### src/kbm_pkg.sv
// package for the host-facing keyboard-controller byte mailbox
// assumes one 200 MHz clock and single-cycle host and controller strobes
// What this block does
// - host data-offset write latches byte, clears command flag, sets input full
// - host command-offset write latches byte, sets command flag and input full
// - host data read returns posted byte, clears output full and output interrupts
// - host status read returns status byte with no side effects
// - host registers are eight bits; inbound write-only, outbound read-only
// - user fields at bits 7:6, 4, 2 are written only by the controller; bit 2 also clears on host reset
// - controller aux output write sets aux output full, bit 5
// - controller ordinary output write clears aux output full
// - bit 3 shows command or data from the last host write
// - bit 1 input full sets on any host data or command write
// - input full drives the controller interrupt when enabled
// - controller read of inbound alias clears input full and its interrupt
// - bit 0 output full sets on any controller output write
// - host outbound read clears output full and pulses output-empty interrupt
// - input and output full survive the vcc reset; cleared by system reset
// - bit 2 resets on host reset; other state resets on system reset
// - the host side works only while the activate bit is one
// - controller read at 100h returns the byte the host last wrote
// - controller writes 100h for ordinary, 10ch for aux output data
package kbm_pkg;
  localparam logic [2:0]  KBM_HOST_DATA_OFS = 3'h0;   // host data / outbound
  localparam logic [2:0]  KBM_HOST_CMD_OFS  = 3'h4;   // host command / status
  localparam logic [8:0]  KBM_CTL_DATA_OFS  = 9'h100; // inbound alias / ordinary out
  localparam logic [8:0]  KBM_CTL_STAT_OFS  = 9'h104; // controller status alias
  localparam logic [8:0]  KBM_CTL_AUX_OFS   = 9'h10c; // aux output data
  localparam int          KBM_BIT_UHI       = 6;      // user_field_high 7:6
  localparam int          KBM_BIT_AUX       = 5;
  localparam int          KBM_BIT_UMID      = 4;
  localparam int          KBM_BIT_CD        = 3;
  localparam int          KBM_BIT_ULOW      = 2;
  localparam int          KBM_BIT_IBF       = 1;
  localparam int          KBM_BIT_OBF       = 0;
  localparam logic [7:0]  KBM_BYTE_RST      = 8'h00;
  localparam logic [1:0]  KBM_UHI_RST       = 2'h0;
  localparam logic        KBM_FLAG_RST      = 1'b0;
endpackage

### src/kbm_byte_reg.sv
// one byte holding register with load enable and synchronous clear
// assumes clear is the system reset as seen in clk_i domain
`timescale 1ns/1ps
`default_nettype none
module kbm_byte_reg
  import kbm_pkg::*;
(
  input  wire logic       clk_i,  // system clock
  input  wire logic       clr_i,  // synchronous clear, high
  input  wire logic       ld_i,   // load strobe
  input  wire logic [7:0] d_i,    // load data
  output logic      [7:0] q_o     // held byte
);
  logic [7:0] q_reg;
  logic [7:0] q_next;
  // hold unless loaded
  always_comb begin
    q_next = q_reg;
    if (ld_i) begin
      q_next = d_i;
    end
  end
  // register only
  always_ff @(posedge clk_i) begin
    if (clr_i) begin
      q_reg <= KBM_BYTE_RST;
    end else begin
      q_reg <= q_next;
    end
  end
  assign q_o = q_reg;
endmodule
`default_nettype wire

### src/kbm_host_mailbox.sv
// host-facing byte mailbox with controller-side alias port
// assumes host and controller strobes are one-cycle, synchronous to clk_i
`timescale 1ns/1ps
`default_nettype none
module kbm_host_mailbox
  import kbm_pkg::*;
(
  input  wire logic       clk_i,          // 200 MHz system clock
  input  wire logic       rstn_i,         // system reset, low
  input  wire logic       host_rstn_i,    // host reset, low
  input  wire logic       vcc_rstn_i,     // vcc reset, low
  input  wire logic       activate_i,     // interface activate bit
  input  wire logic       ibf_irq_en_i,   // input full interrupt enable
  input  wire logic       host_wr_i,      // host i/o write strobe
  input  wire logic       host_rd_i,      // host i/o read strobe
  input  wire logic [2:0] host_addr_i,    // host offset
  input  wire logic [7:0] host_wdata_i,   // host write byte
  output logic      [7:0] host_rdata_o,   // host read byte
  input  wire logic       ctl_wr_i,       // controller write strobe
  input  wire logic       ctl_rd_i,       // controller read strobe
  input  wire logic [8:0] ctl_addr_i,     // controller offset
  input  wire logic [7:0] ctl_wdata_i,    // controller write byte
  output logic      [7:0] ctl_rdata_o,    // controller read byte
  output logic            input_full_irq_o,       // level to controller
  output logic            output_empty_irq_o,     // one-cycle pulse
  output logic            primary_output_full_irq_o, // pending ordinary out
  output logic            aux_output_irq_o        // pending aux out
);
  // offset compare for the controller port; host side compares directly
  function automatic logic hit9(input logic [8:0] a, input logic [8:0] b);
    hit9 = (a == b);
  endfunction

  logic h_wd;
  logic h_wc;
  logic h_rd;
  logic c_rd_in;
  logic c_wr_out;
  logic c_wr_aux;
  logic c_wr_stat;

  // decode; host side gated by activate
  always_comb begin
    h_wd      = activate_i && host_wr_i && (host_addr_i == KBM_HOST_DATA_OFS);
    h_wc      = activate_i && host_wr_i && (host_addr_i == KBM_HOST_CMD_OFS);
    h_rd      = activate_i && host_rd_i && (host_addr_i == KBM_HOST_DATA_OFS);
    c_rd_in   = ctl_rd_i && hit9(ctl_addr_i, KBM_CTL_DATA_OFS);
    c_wr_out  = ctl_wr_i && hit9(ctl_addr_i, KBM_CTL_DATA_OFS);
    c_wr_aux  = ctl_wr_i && hit9(ctl_addr_i, KBM_CTL_AUX_OFS);
    c_wr_stat = ctl_wr_i && hit9(ctl_addr_i, KBM_CTL_STAT_OFS);
  end

  logic [7:0] in_byte;
  logic [7:0] out_byte;
  logic       sys_clr;
  assign sys_clr = !rstn_i;

  // inbound byte from either host offset
  kbm_byte_reg u_in (
    .clk_i (clk_i),
    .clr_i (sys_clr),
    .ld_i  (h_wd || h_wc),
    .d_i   (host_wdata_i),
    .q_o   (in_byte)
  );

  // outbound byte held until next controller output write
  kbm_byte_reg u_out (
    .clk_i (clk_i),
    .clr_i (sys_clr),
    .ld_i  (c_wr_out || c_wr_aux),
    .d_i   (ctl_wdata_i),
    .q_o   (out_byte)
  );

  logic [1:0] uhi_reg, uhi_next;
  logic       umid_reg, umid_next;
  logic       ulow_reg, ulow_next;
  logic       aux_reg, aux_next;
  logic       cd_reg, cd_next;
  logic       ibf_reg, ibf_next;
  logic       obf_reg, obf_next;
  logic       pri_irq_reg, pri_irq_next;
  logic       aux_irq_reg, aux_irq_next;
  logic       obe_reg, obe_next;

  // status flag next values; sets win over clears
  always_comb begin
    uhi_next     = uhi_reg;
    umid_next    = umid_reg;
    ulow_next    = ulow_reg;
    aux_next     = aux_reg;
    cd_next      = cd_reg;
    ibf_next     = ibf_reg;
    obf_next     = obf_reg;
    pri_irq_next = pri_irq_reg;
    aux_irq_next = aux_irq_reg;
    obe_next     = 1'b0;
    if (c_wr_stat) begin // user fields only from controller alias
      uhi_next  = ctl_wdata_i[KBM_BIT_UHI +: 2];
      umid_next = ctl_wdata_i[KBM_BIT_UMID];
      ulow_next = ctl_wdata_i[KBM_BIT_ULOW];
    end
    if (h_wd) begin
      cd_next = 1'b0;
    end
    if (h_wc) begin
      cd_next = 1'b1;
    end
    if (c_rd_in) begin
      ibf_next = 1'b0;
    end
    if (h_wd || h_wc) begin
      ibf_next = 1'b1;
    end
    if (h_rd) begin
      obf_next     = 1'b0;
      pri_irq_next = 1'b0;
      aux_irq_next = 1'b0;
      obe_next     = 1'b1;
    end
    if (c_wr_out) begin
      aux_next     = 1'b0;
      obf_next     = 1'b1;
      pri_irq_next = 1'b1;
    end
    if (c_wr_aux) begin
      aux_next     = 1'b1;
      obf_next     = 1'b1;
      aux_irq_next = 1'b1;
    end
  end

  // flags on system reset; vcc reset spares ibf/obf
  always_ff @(posedge clk_i) begin
    if (!rstn_i) begin
      uhi_reg     <= KBM_UHI_RST;
      umid_reg    <= KBM_FLAG_RST;
      aux_reg     <= KBM_FLAG_RST;
      cd_reg      <= KBM_FLAG_RST;
      ibf_reg     <= KBM_FLAG_RST;
      obf_reg     <= KBM_FLAG_RST;
      pri_irq_reg <= KBM_FLAG_RST;
      aux_irq_reg <= KBM_FLAG_RST;
      obe_reg     <= KBM_FLAG_RST;
    end else begin
      uhi_reg     <= uhi_next;
      umid_reg    <= umid_next;
      aux_reg     <= aux_next;
      cd_reg      <= cd_next;
      ibf_reg     <= ibf_next;
      obf_reg     <= obf_next;
      pri_irq_reg <= !vcc_rstn_i ? KBM_FLAG_RST : pri_irq_next;
      aux_irq_reg <= !vcc_rstn_i ? KBM_FLAG_RST : aux_irq_next;
      obe_reg     <= obe_next;
    end
  end

  // bit 2 has its own host reset
  always_ff @(posedge clk_i) begin
    if (!rstn_i || !host_rstn_i) begin
      ulow_reg <= KBM_FLAG_RST;
    end else begin
      ulow_reg <= ulow_next;
    end
  end

  logic [7:0] status;
  // assembled status byte, same view for host and controller
  always_comb begin
    status                = 8'h00;
    status[KBM_BIT_UHI+:2] = uhi_reg;
    status[KBM_BIT_AUX]   = aux_reg;
    status[KBM_BIT_UMID]  = umid_reg;
    status[KBM_BIT_CD]    = cd_reg;
    status[KBM_BIT_ULOW]  = ulow_reg;
    status[KBM_BIT_IBF]   = ibf_reg;
    status[KBM_BIT_OBF]   = obf_reg;
  end

  logic [7:0] hrd_reg, hrd_next;
  logic [7:0] crd_reg, crd_next;
  // read data, registered one cycle after strobe
  always_comb begin
    hrd_next = hrd_reg;
    crd_next = crd_reg;
    if (activate_i && host_rd_i) begin
      hrd_next = 8'h00;
      if (host_addr_i == KBM_HOST_DATA_OFS) begin
        hrd_next = out_byte;
      end else if (host_addr_i == KBM_HOST_CMD_OFS) begin
        hrd_next = status;
      end
    end
    if (ctl_rd_i) begin
      crd_next = 8'h00;
      if (hit9(ctl_addr_i, KBM_CTL_DATA_OFS)) begin
        crd_next = in_byte;
      end else if (hit9(ctl_addr_i, KBM_CTL_STAT_OFS)) begin
        crd_next = status;
      end
    end
  end

  always_ff @(posedge clk_i) begin
    if (!rstn_i) begin
      hrd_reg <= KBM_BYTE_RST;
      crd_reg <= KBM_BYTE_RST;
    end else begin
      hrd_reg <= hrd_next;
      crd_reg <= crd_next;
    end
  end

  assign host_rdata_o              = hrd_reg;
  assign ctl_rdata_o               = crd_reg;
  assign input_full_irq_o          = ibf_reg && ibf_irq_en_i;
  assign output_empty_irq_o        = obe_reg;
  assign primary_output_full_irq_o = pri_irq_reg;
  assign aux_output_irq_o          = aux_irq_reg;
endmodule
`default_nettype wire

### config.mk
export PLATFORM = sky130hd
export DESIGN_NAME = kbm_host_mailbox
export DESIGN_NICKNAME = d
export VERILOG_FILES = /design/src/kbm_pkg.sv /design/src/kbm_byte_reg.sv /design/src/kbm_host_mailbox.sv
export SDC_FILE = /design/constraint.sdc
export NUM_CORES = 1
export LEC_CHECK = 0
export BUFFER_PORTS_ARGS = -buffer_cell sky130_fd_sc_hd__buf_2
export CAP_MARGIN = 5
export CORE_MARGIN = 2
export CORE_UTILIZATION = 50
export CTS_BUF_LIST = sky130_fd_sc_hd__clkbuf_16
export CTS_CLUSTER_DIAMETER = 50
export DETAILED_ROUTE_END_ITERATION = 12
export PLACE_DENSITY = 0.83
export SYNTH_ARGS = -nofsm -noshare
export SYNTH_HDL_FRONTEND = slang
export SYNTH_SLANG_ARGS = --single-unit
export TNS_END_PERCENT = 30
### constraint.sdc
create_clock -name clk_i -period 1.16 [get_ports clk_i]
set_input_delay 0.116 -clock clk_i [delete_from_list [all_inputs] [get_ports clk_i]]
set_output_delay 0.116 -clock clk_i [all_outputs]
set_load 0.02 [all_outputs]
==> results list, run 1 <==
* Status: completed
* Setup crit end kind: primary output
- In the synthesized netlist the dominant register cell turns out to be dfxtp_1.
- Leading post-synthesis cells by cell area: dfxtp_1 45%, nand2_1 9.2%, mux2i_1 6.3%
- Source-to-sink clock delay at the later pin of the worst-skew pair: 0.28 ns
- Vias post-DR: 1840
- In this run the power density over the cells is 1241 nW/um^2.
* Number of nets in the synthesized netlist: 257
* Largest area contributor in the netlist: dfxtp_1
- After detailed routing, the number of vias per cell comes to 5.610.
- Across the VDD grid, the largest voltage drop is 0.0008515 V.
- In this run the static leakage power is 1.156 nW.
* Deepest clock path buffer count: 2
- Data arrives at the worst endpoint at 0.90 ns.
- The detailed router finished its first iteration with 134 violations.
- DR pass1 iterations: 4
- First-pass GRT wire length: 7617 um
- The final hold violation count is 0.
- Worst min-delay path category: input port to flop
- Routed Antenna Nets: 0
- Post-CTS clock slew at the launch and capture registers of the worst setup and hold paths: 0.06 ns
- CTS H-tree lvls: 2
- DRT Wirelength: 4502 um
- Of all nets on the critical path, the largest fanout is 4.
- Yosys cell types: 32
- Timing analysis after detailed placement gives a worst setup slack of -0.1825 ns.
* Final Cycle Share: 87.81%
* Met2 routed wirelength: 2206 um
- TritonCTS built the clock tree.
- The worst setup path is launched from a flop.
- The completed layout was analyzed and its total power is 3.003 mW.
- The via count of the first global-routing pass was 1729.
* Count of placed standard cells including taps: 320
* Cell at the root of the clock tree: clkbuf_16
- The highest layer touched by signal routing is met4.
* Relative max-transition margin: 61.22%
* Count of yosys warnings during synthesis: 0
- Detailed placer's ending HPWL: 3264 um
- DRC violations left: 0
* Total of buffers placed on input and output ports: 57
- Cell type group with the largest total delay on the critical path: flip-flops
- Layout area overhead: 26.16%
- Number of top-level pins: 58
* CTS Buf Count: 5
- Most used standard cell by instance count after synthesis: nand2_1
* Per-cell routed wire length: 13.73 um
- Routability-driven placement finished with a final weighted congestion of 0.8151.
* Final setup fails: 0
* Starting density of the core: 52.39%
* Total overflow reported by the global router: 0
* List of most frequent post-synthesis cells: 47 x nand2_1, 43 x dfxtp_1, 17 x nand4_1
- Data on the critical path is required at its endpoint by 1.04 ns.
* Post-Syn Area per Cell: 8.758 um^2
* PnR worst setup slack: 0.1414 ns
- Synth Register Bits: 43
* Maxcap violations: 0
* Number of antenna violations at the first check in global routing: 0
* Critical path, cell by cell: and2_1 > buf_2
* Unrepaired setup endpoints after global routing: false
* GRT Overall Usage: 22.91%
* Sequential area share after synthesis: 44.88%
- Measured along the y axis, the die boundary spans 65.94 um.
* Metal3 WL: 247 um
- Cell with the largest stage delay on the worst path: dfxtp_2
- The cell count after synthesis came out at 219.
* Type of the worst setup path: flop to primary output
- Worst setup skew after layout: 0.002508 ns
- Hold WS: 0.07365 ns
- Final nets: 317
* Layout cells sized above 1: 28.93%
- Cells fill 66.10% of the core in the end.
- Subtracting the final worst setup slack from the clock period gives 1.019 ns.
- In this run the core area contains 22 standard-cell rows.
- Critical path buffers and inverters: 1
* Sum of routed wire segments on met1: 2002 um
- Number of pins exceeding their max-slew limit in the final report: 0
- The filler cells instantiated in the layout total 316.
- Peak clock frequency supported by timing: 0.9817 GHz
- Largest net degree at the start of global routing: 31
- Worst Max-Slew Pin Slew: 0.5805 ns
- 0 antenna diodes ended up in the layout.
- The largest single stage delay on the critical path is 0.36 ns.
* Area share of the leading cell type in the synthesized netlist: 44.88%
* Final Non-Filler Cells: 328
- After synthesis the cells add up to 1918 um^2.
- The clock net in this run drives a total of 43 sinks.
- Counting flops with a built-in enable in the synthesized netlist gives 0.
- Core ar.: 3661 um^2
* Asr flop ratio synth: 0%
- The floorplan step defined a die boundary enclosing 4347 um^2.
* Die extent in x: 65.94 um
-- cell families (layout without fill, tap and decap cells) --
family,Yosys count,in the layout,synth area share [%]
AND/OR/NAND/NOR,116,116,34.18
AO/OA/AOI/OAI,28,28,9.394
XOR/XNOR,1,1,0.4567
multiplexers,12,12,6.262
flip-flops,43,43,44.88
buffers and inverters,19,80,4.827
-- metal layers --
layer	vias up	GRT usage, %
li1	898	-
met1	874	29.00
met2	60	38.89
met3	8	5.111
met4	0	6.888
met5	-	0
-- final timing paths --
kind / end / slack (ns) / start / cells past startpoint
worst max-delay path: input_full_irq_o / 0.14 / ibf_reg$_SDFFE_PN0P_ / 2
worst max register to register: aux_reg$_SDFFE_PN0P_ / 0.27 / aux_reg$_SDFFE_PN0P_ / 2
worst min-delay path: u_in.q_o[5]$_SDFFE_PN0P_ / 0.07 / host_wdata_i[5] / 3
worst min register to register: ctl_rdata_o[3]$_SDFFE_PN0P_ / 0.45 / ctl_rdata_o[3]$_SDFFE_PN0P_ / 2
-- per-stage QoR --
stage               TNS [ns]  area [um^2]
floorplan                  0         1918
global placement     -0.9214         2276
detailed placement    -1.558         2276
CTS                        0         2414
global route               0         2420
finish                     0         2420
-- where the power goes --
part | leakage, nW | internal (mW) | switching (mW)
clock | 0.0762 | 0.777 | 0.517
combinational | 0.733 | 0.0935 | 0.124
sequential | 0.347 | 1.49 | 0.00584
-- worst register-to-register path, cell delays in order (launching register included) --
cell and delay, ns:
dfxtp_1 0.39, a21bo_2 0.25, a31oi_1 0.17
-- layout make-up --
class	count	area, um^2	area share [%]
multi-input cells	157	969.7	40.07
flip-flops and latches	43	862.1	35.63
repair buffers	70	382.9	15.82
clock buffers	5	125.1	5.171
well taps	48	60.06	2.482
clock inverters	3	12.51	0.5171
inverters	2	7.507	0.3102
-- layout by cell type, fill, tap and decap left out, types with 2 or more instances in the layout --
cell type  instances
a21oi_1           12
dfxtp_1           42
and2_1             9
a31oi_1            2
nor4bb_1           3
nand2_1           47
nand4_1           17
buf_4             13
buf_2             57
nand3_1           12
inv_1              4
o21ai_0            4
o31a_1             8
clkbuf_16          5
mux2i_1           12
and3_1             8
nand4bb_1          2
nor3b_1            9
-- timing repair --
| item | in CTS | in global routing |
|---|---|---|
| setup buffers | 0 | 0 |
| hold buffers | 0 | 0 |
| endpoints found under the setup margin | 0 | 8 |
| resized for setup | 0 | 2 |
No activity file was read; power rests on OpenSTA's default activity.
==> inputs of run 2 (changes only) <==
--- a/config.mk
+++ b/config.mk
@@ -14,4 +14,5 @@
 export DETAILED_ROUTE_END_ITERATION = 12
 export PLACE_DENSITY = 0.83
+export SLEW_MARGIN = 20
 export SYNTH_ARGS = -nofsm -noshare
 export SYNTH_HDL_FRONTEND = slang
==> constraint.sdc (replaced) <==
create_clock -name clk_i -period 1.16 [get_ports clk_i]
set_input_delay 0.116 -clock clk_i [delete_from_list [all_inputs] [get_ports clk_i]]
set_output_delay 0.116 -clock clk_i [all_outputs]
set_load 0.05 [all_outputs]
==> run 2 against run 1 <==
Utilization is 0.068 points higher. Global-route usage unchanged. Cell area is 0.10% higher. Register-to-register slack about the same. First-iteration DRC count up 4.5%. Highest routed layer unchanged.
==> results list, run 2 (synthesized netlist as in run 1, its figures left out) <==
* Final nets: 317 (unchanged)
- CTS H-tree lvls: 2 (unchanged)
* Starting density of the core: 52.39% (unchanged)
- Status: completed
- Standard-cell row count: 22 (unchanged)
- Number of top-level pins: 58 (unchanged)
- The count of antenna diodes in the layout is 0 (unchanged).
- The worst-margin pin slew was 0.5803 ns (-0.0001977 ns).
* Vias post-DR: 1842 (+0.11%)
- The summed area of non-filler cells in the final layout came to 2422 um^2 (+0.10%).
* Detailed placer's ending HPWL: 3264 um (unchanged)
- Die extent in x: 65.94 um (unchanged)
- DRT Wirelength: 4506 um (about the same)
- Core ar.: 3661 um^2 (unchanged)
* Number of global-route vias before repair: 1726 (-0.17%)
- Source-to-sink clock delay at the later pin of the worst-skew pair: 0.28 ns (about the same)
- The final-report setup violation count was 0 (unchanged).
- TritonCTS clock tree: done
- The die area is 4347 um^2 (unchanged).
- Clock sink count: 43 (unchanged)
- Startpoint type of the worst setup path: flop
- First-pass GRT wire length: 7617 um (unchanged)
* PD cells: 1241 nW/um^2 (about the same)
- The required time at the worst-slack endpoint came to 1.04 ns (about the same).
- Die Y-Extent: 65.94 um (unchanged)
* Arrival time of the worst setup path: 0.94 ns (+0.04 ns)
- Type of the worst setup path: flop to primary output
- The largest net degree at the start of global routing is 31 (unchanged).
- The total of buffers placed on input and output ports was 57 (unchanged).
- The placement-stage cell area was 2276 um^2 (unchanged).
- Count of placed standard cells including taps: 320 (unchanged)
- Number of endpoints with negative hold slack in the final report: 0 (unchanged)
- Final Cycle Share: 91.39% (+3.6 points)
* Routability congestion estimate from global placement: 0.8151 (unchanged)
- Post-CTS clock slew at the launch and capture registers of the worst setup and hold paths: 0.06 ns (about the same)
- The library cells used most frequently in the layout, excluding fill and tap cells, are 56 x buf_2, 47 x nand2_1, 42 x dfxtp_1.
* Worst setup skew after layout: 0.002508 ns (-0.00000002000 ns)
* Layout cells sized above 1: 28.93% (unchanged)
- The largest fanout on the critical path was 4 (unchanged).
* Number of pins exceeding their max-slew limit in the final report: 0 (unchanged)
- Unrepaired setup endpoints after global routing: false
- The mean number of vias per cell was 5.616 (+0.11%).
* Worst min-delay path category: input port to flop
- The normalized max-slew margin came to 61.24% (about the same).
- Final critical delay including setup and external delays: 1.060 ns (+0.04153 ns)
- Cell at the root of the clock tree: clkbuf_16
- Setup crit end kind: primary output
- Leaving out fill and tap cells, the most frequent cell in the layout is buf_2.
- Layout area overhead: 26.29%
* Peak VDD IR: 0.0008515 V (about the same)
- The overflow left after global routing was 0 (unchanged).
* Pleak: 1.156 nW (about the same)
* GRT Overall Usage: 22.91% (unchanged)
- Deepest clock path buffer count: 2 (unchanged)
* DRC violations left: 0 (unchanged)
- Per-cell routed wire length: 13.74 um (about the same)
- The number of buffers inserted by hold repair at cts came to 0 (unchanged).
- The highest clock rate was 0.9433 GHz (-3.9%).
- The number of maximum-capacitance constraint violations is 0 (unchanged).
- DR pass1 iterations: 4 (unchanged)
- The total CTS buffers is 5 (unchanged).
* Final Non-Filler Cells: 328 (unchanged)
- Number of antenna violations at the first check in global routing: 0 (unchanged)
- The number of DRC markers after the initial detailed-route iteration came to 140 (+4.5%).
- The number of nets with antenna violations after routing is 0 (unchanged).
[run 2: changes by cell type in the layout (fill, tap and decap cells not counted)]
cell,change
buf_4,+1
buf_2,-1
[run 2: per-layer routing]
metal  vias up  GRT usage [%]  wire, um
met2        59          38.89      2211
met1       877          29.00      2002
met5         -              0         0
met3         8          5.111       247
met4         0          6.888        45
li1        898              -         -
[run 2: critical path, cell delays in order (launching register included)]
cell and delay (ns):
dfxtp_2 0.36, and2_1 0.12, buf_4 0.19
[run 2: where the power goes]
group          leakage [nW]  switching, mW  total (mW)  internal [mW]
combinational         0.733          0.127       0.221         0.0939
clock                0.0762          0.516        1.29          0.777
sequential            0.347        0.00584        1.49           1.49
[run 2: per-stage QoR]
step | util, % | setup slack (ns) | power, mW | hold slack (ns) | setup TNS [ns]
floorplan | - | 0.1084 | 1.632 | 0.2520 | 0
global placement | 62.17 | -0.1223 | 1.737 | 0.3575 | -0.9214
detailed placement | 62.17 | -0.1825 | 1.742 | 0.3662 | -1.558
CTS | 65.99 | 0.03963 | 3.017 | 0.07429 | 0
global route | 66.17 | 0.02539 | 3.126 | 0.08040 | 0
finish | 66.17 | 0.09985 | 3.006 | 0.07369 | 0
[run 2: path summary, 6_finish.rpt]
check / start / endpoint / depth (start not counted) / slack (ns)
max reg2reg: aux_reg$_SDFFE_PN0P_ / aux_reg$_SDFFE_PN0P_ / 2 / 0.27
min reg2reg: ctl_rdata_o[3]$_SDFFE_PN0P_ / ctl_rdata_o[3]$_SDFFE_PN0P_ / 2 / 0.45
max: ibf_reg$_SDFFE_PN0P_ / input_full_irq_o / 2 / 0.1
min: host_wdata_i[5] / u_in.q_o[5]$_SDFFE_PN0P_ / 3 / 0.07
[run 2: final cells by class]
| type | instances | area [um^2] |
|---|---|---|
| Inverter | 2 | 7.507 |
| Clock inverter | 3 | 12.51 |
| Timing Repair Buffer | 70 | 385.4 |
| Multi-Input combinational cell | 157 | 969.7 |
| Clock buffer | 5 | 125.1 |
| Fill cell | 317 | 1239 |
| Sequential cell | 43 | 862.1 |
| Tap cell | 48 | 60.06 |
[run 2: repair_timing]
action / CTS / global route
gates resized for setup: 1 / 2
pin swaps: 0 / 0
endpoints found under the hold margin: 0 / 0
setup endpoints to repair: 1 / 8
buffers inserted: 0 / 0
cloned: 0 / 0
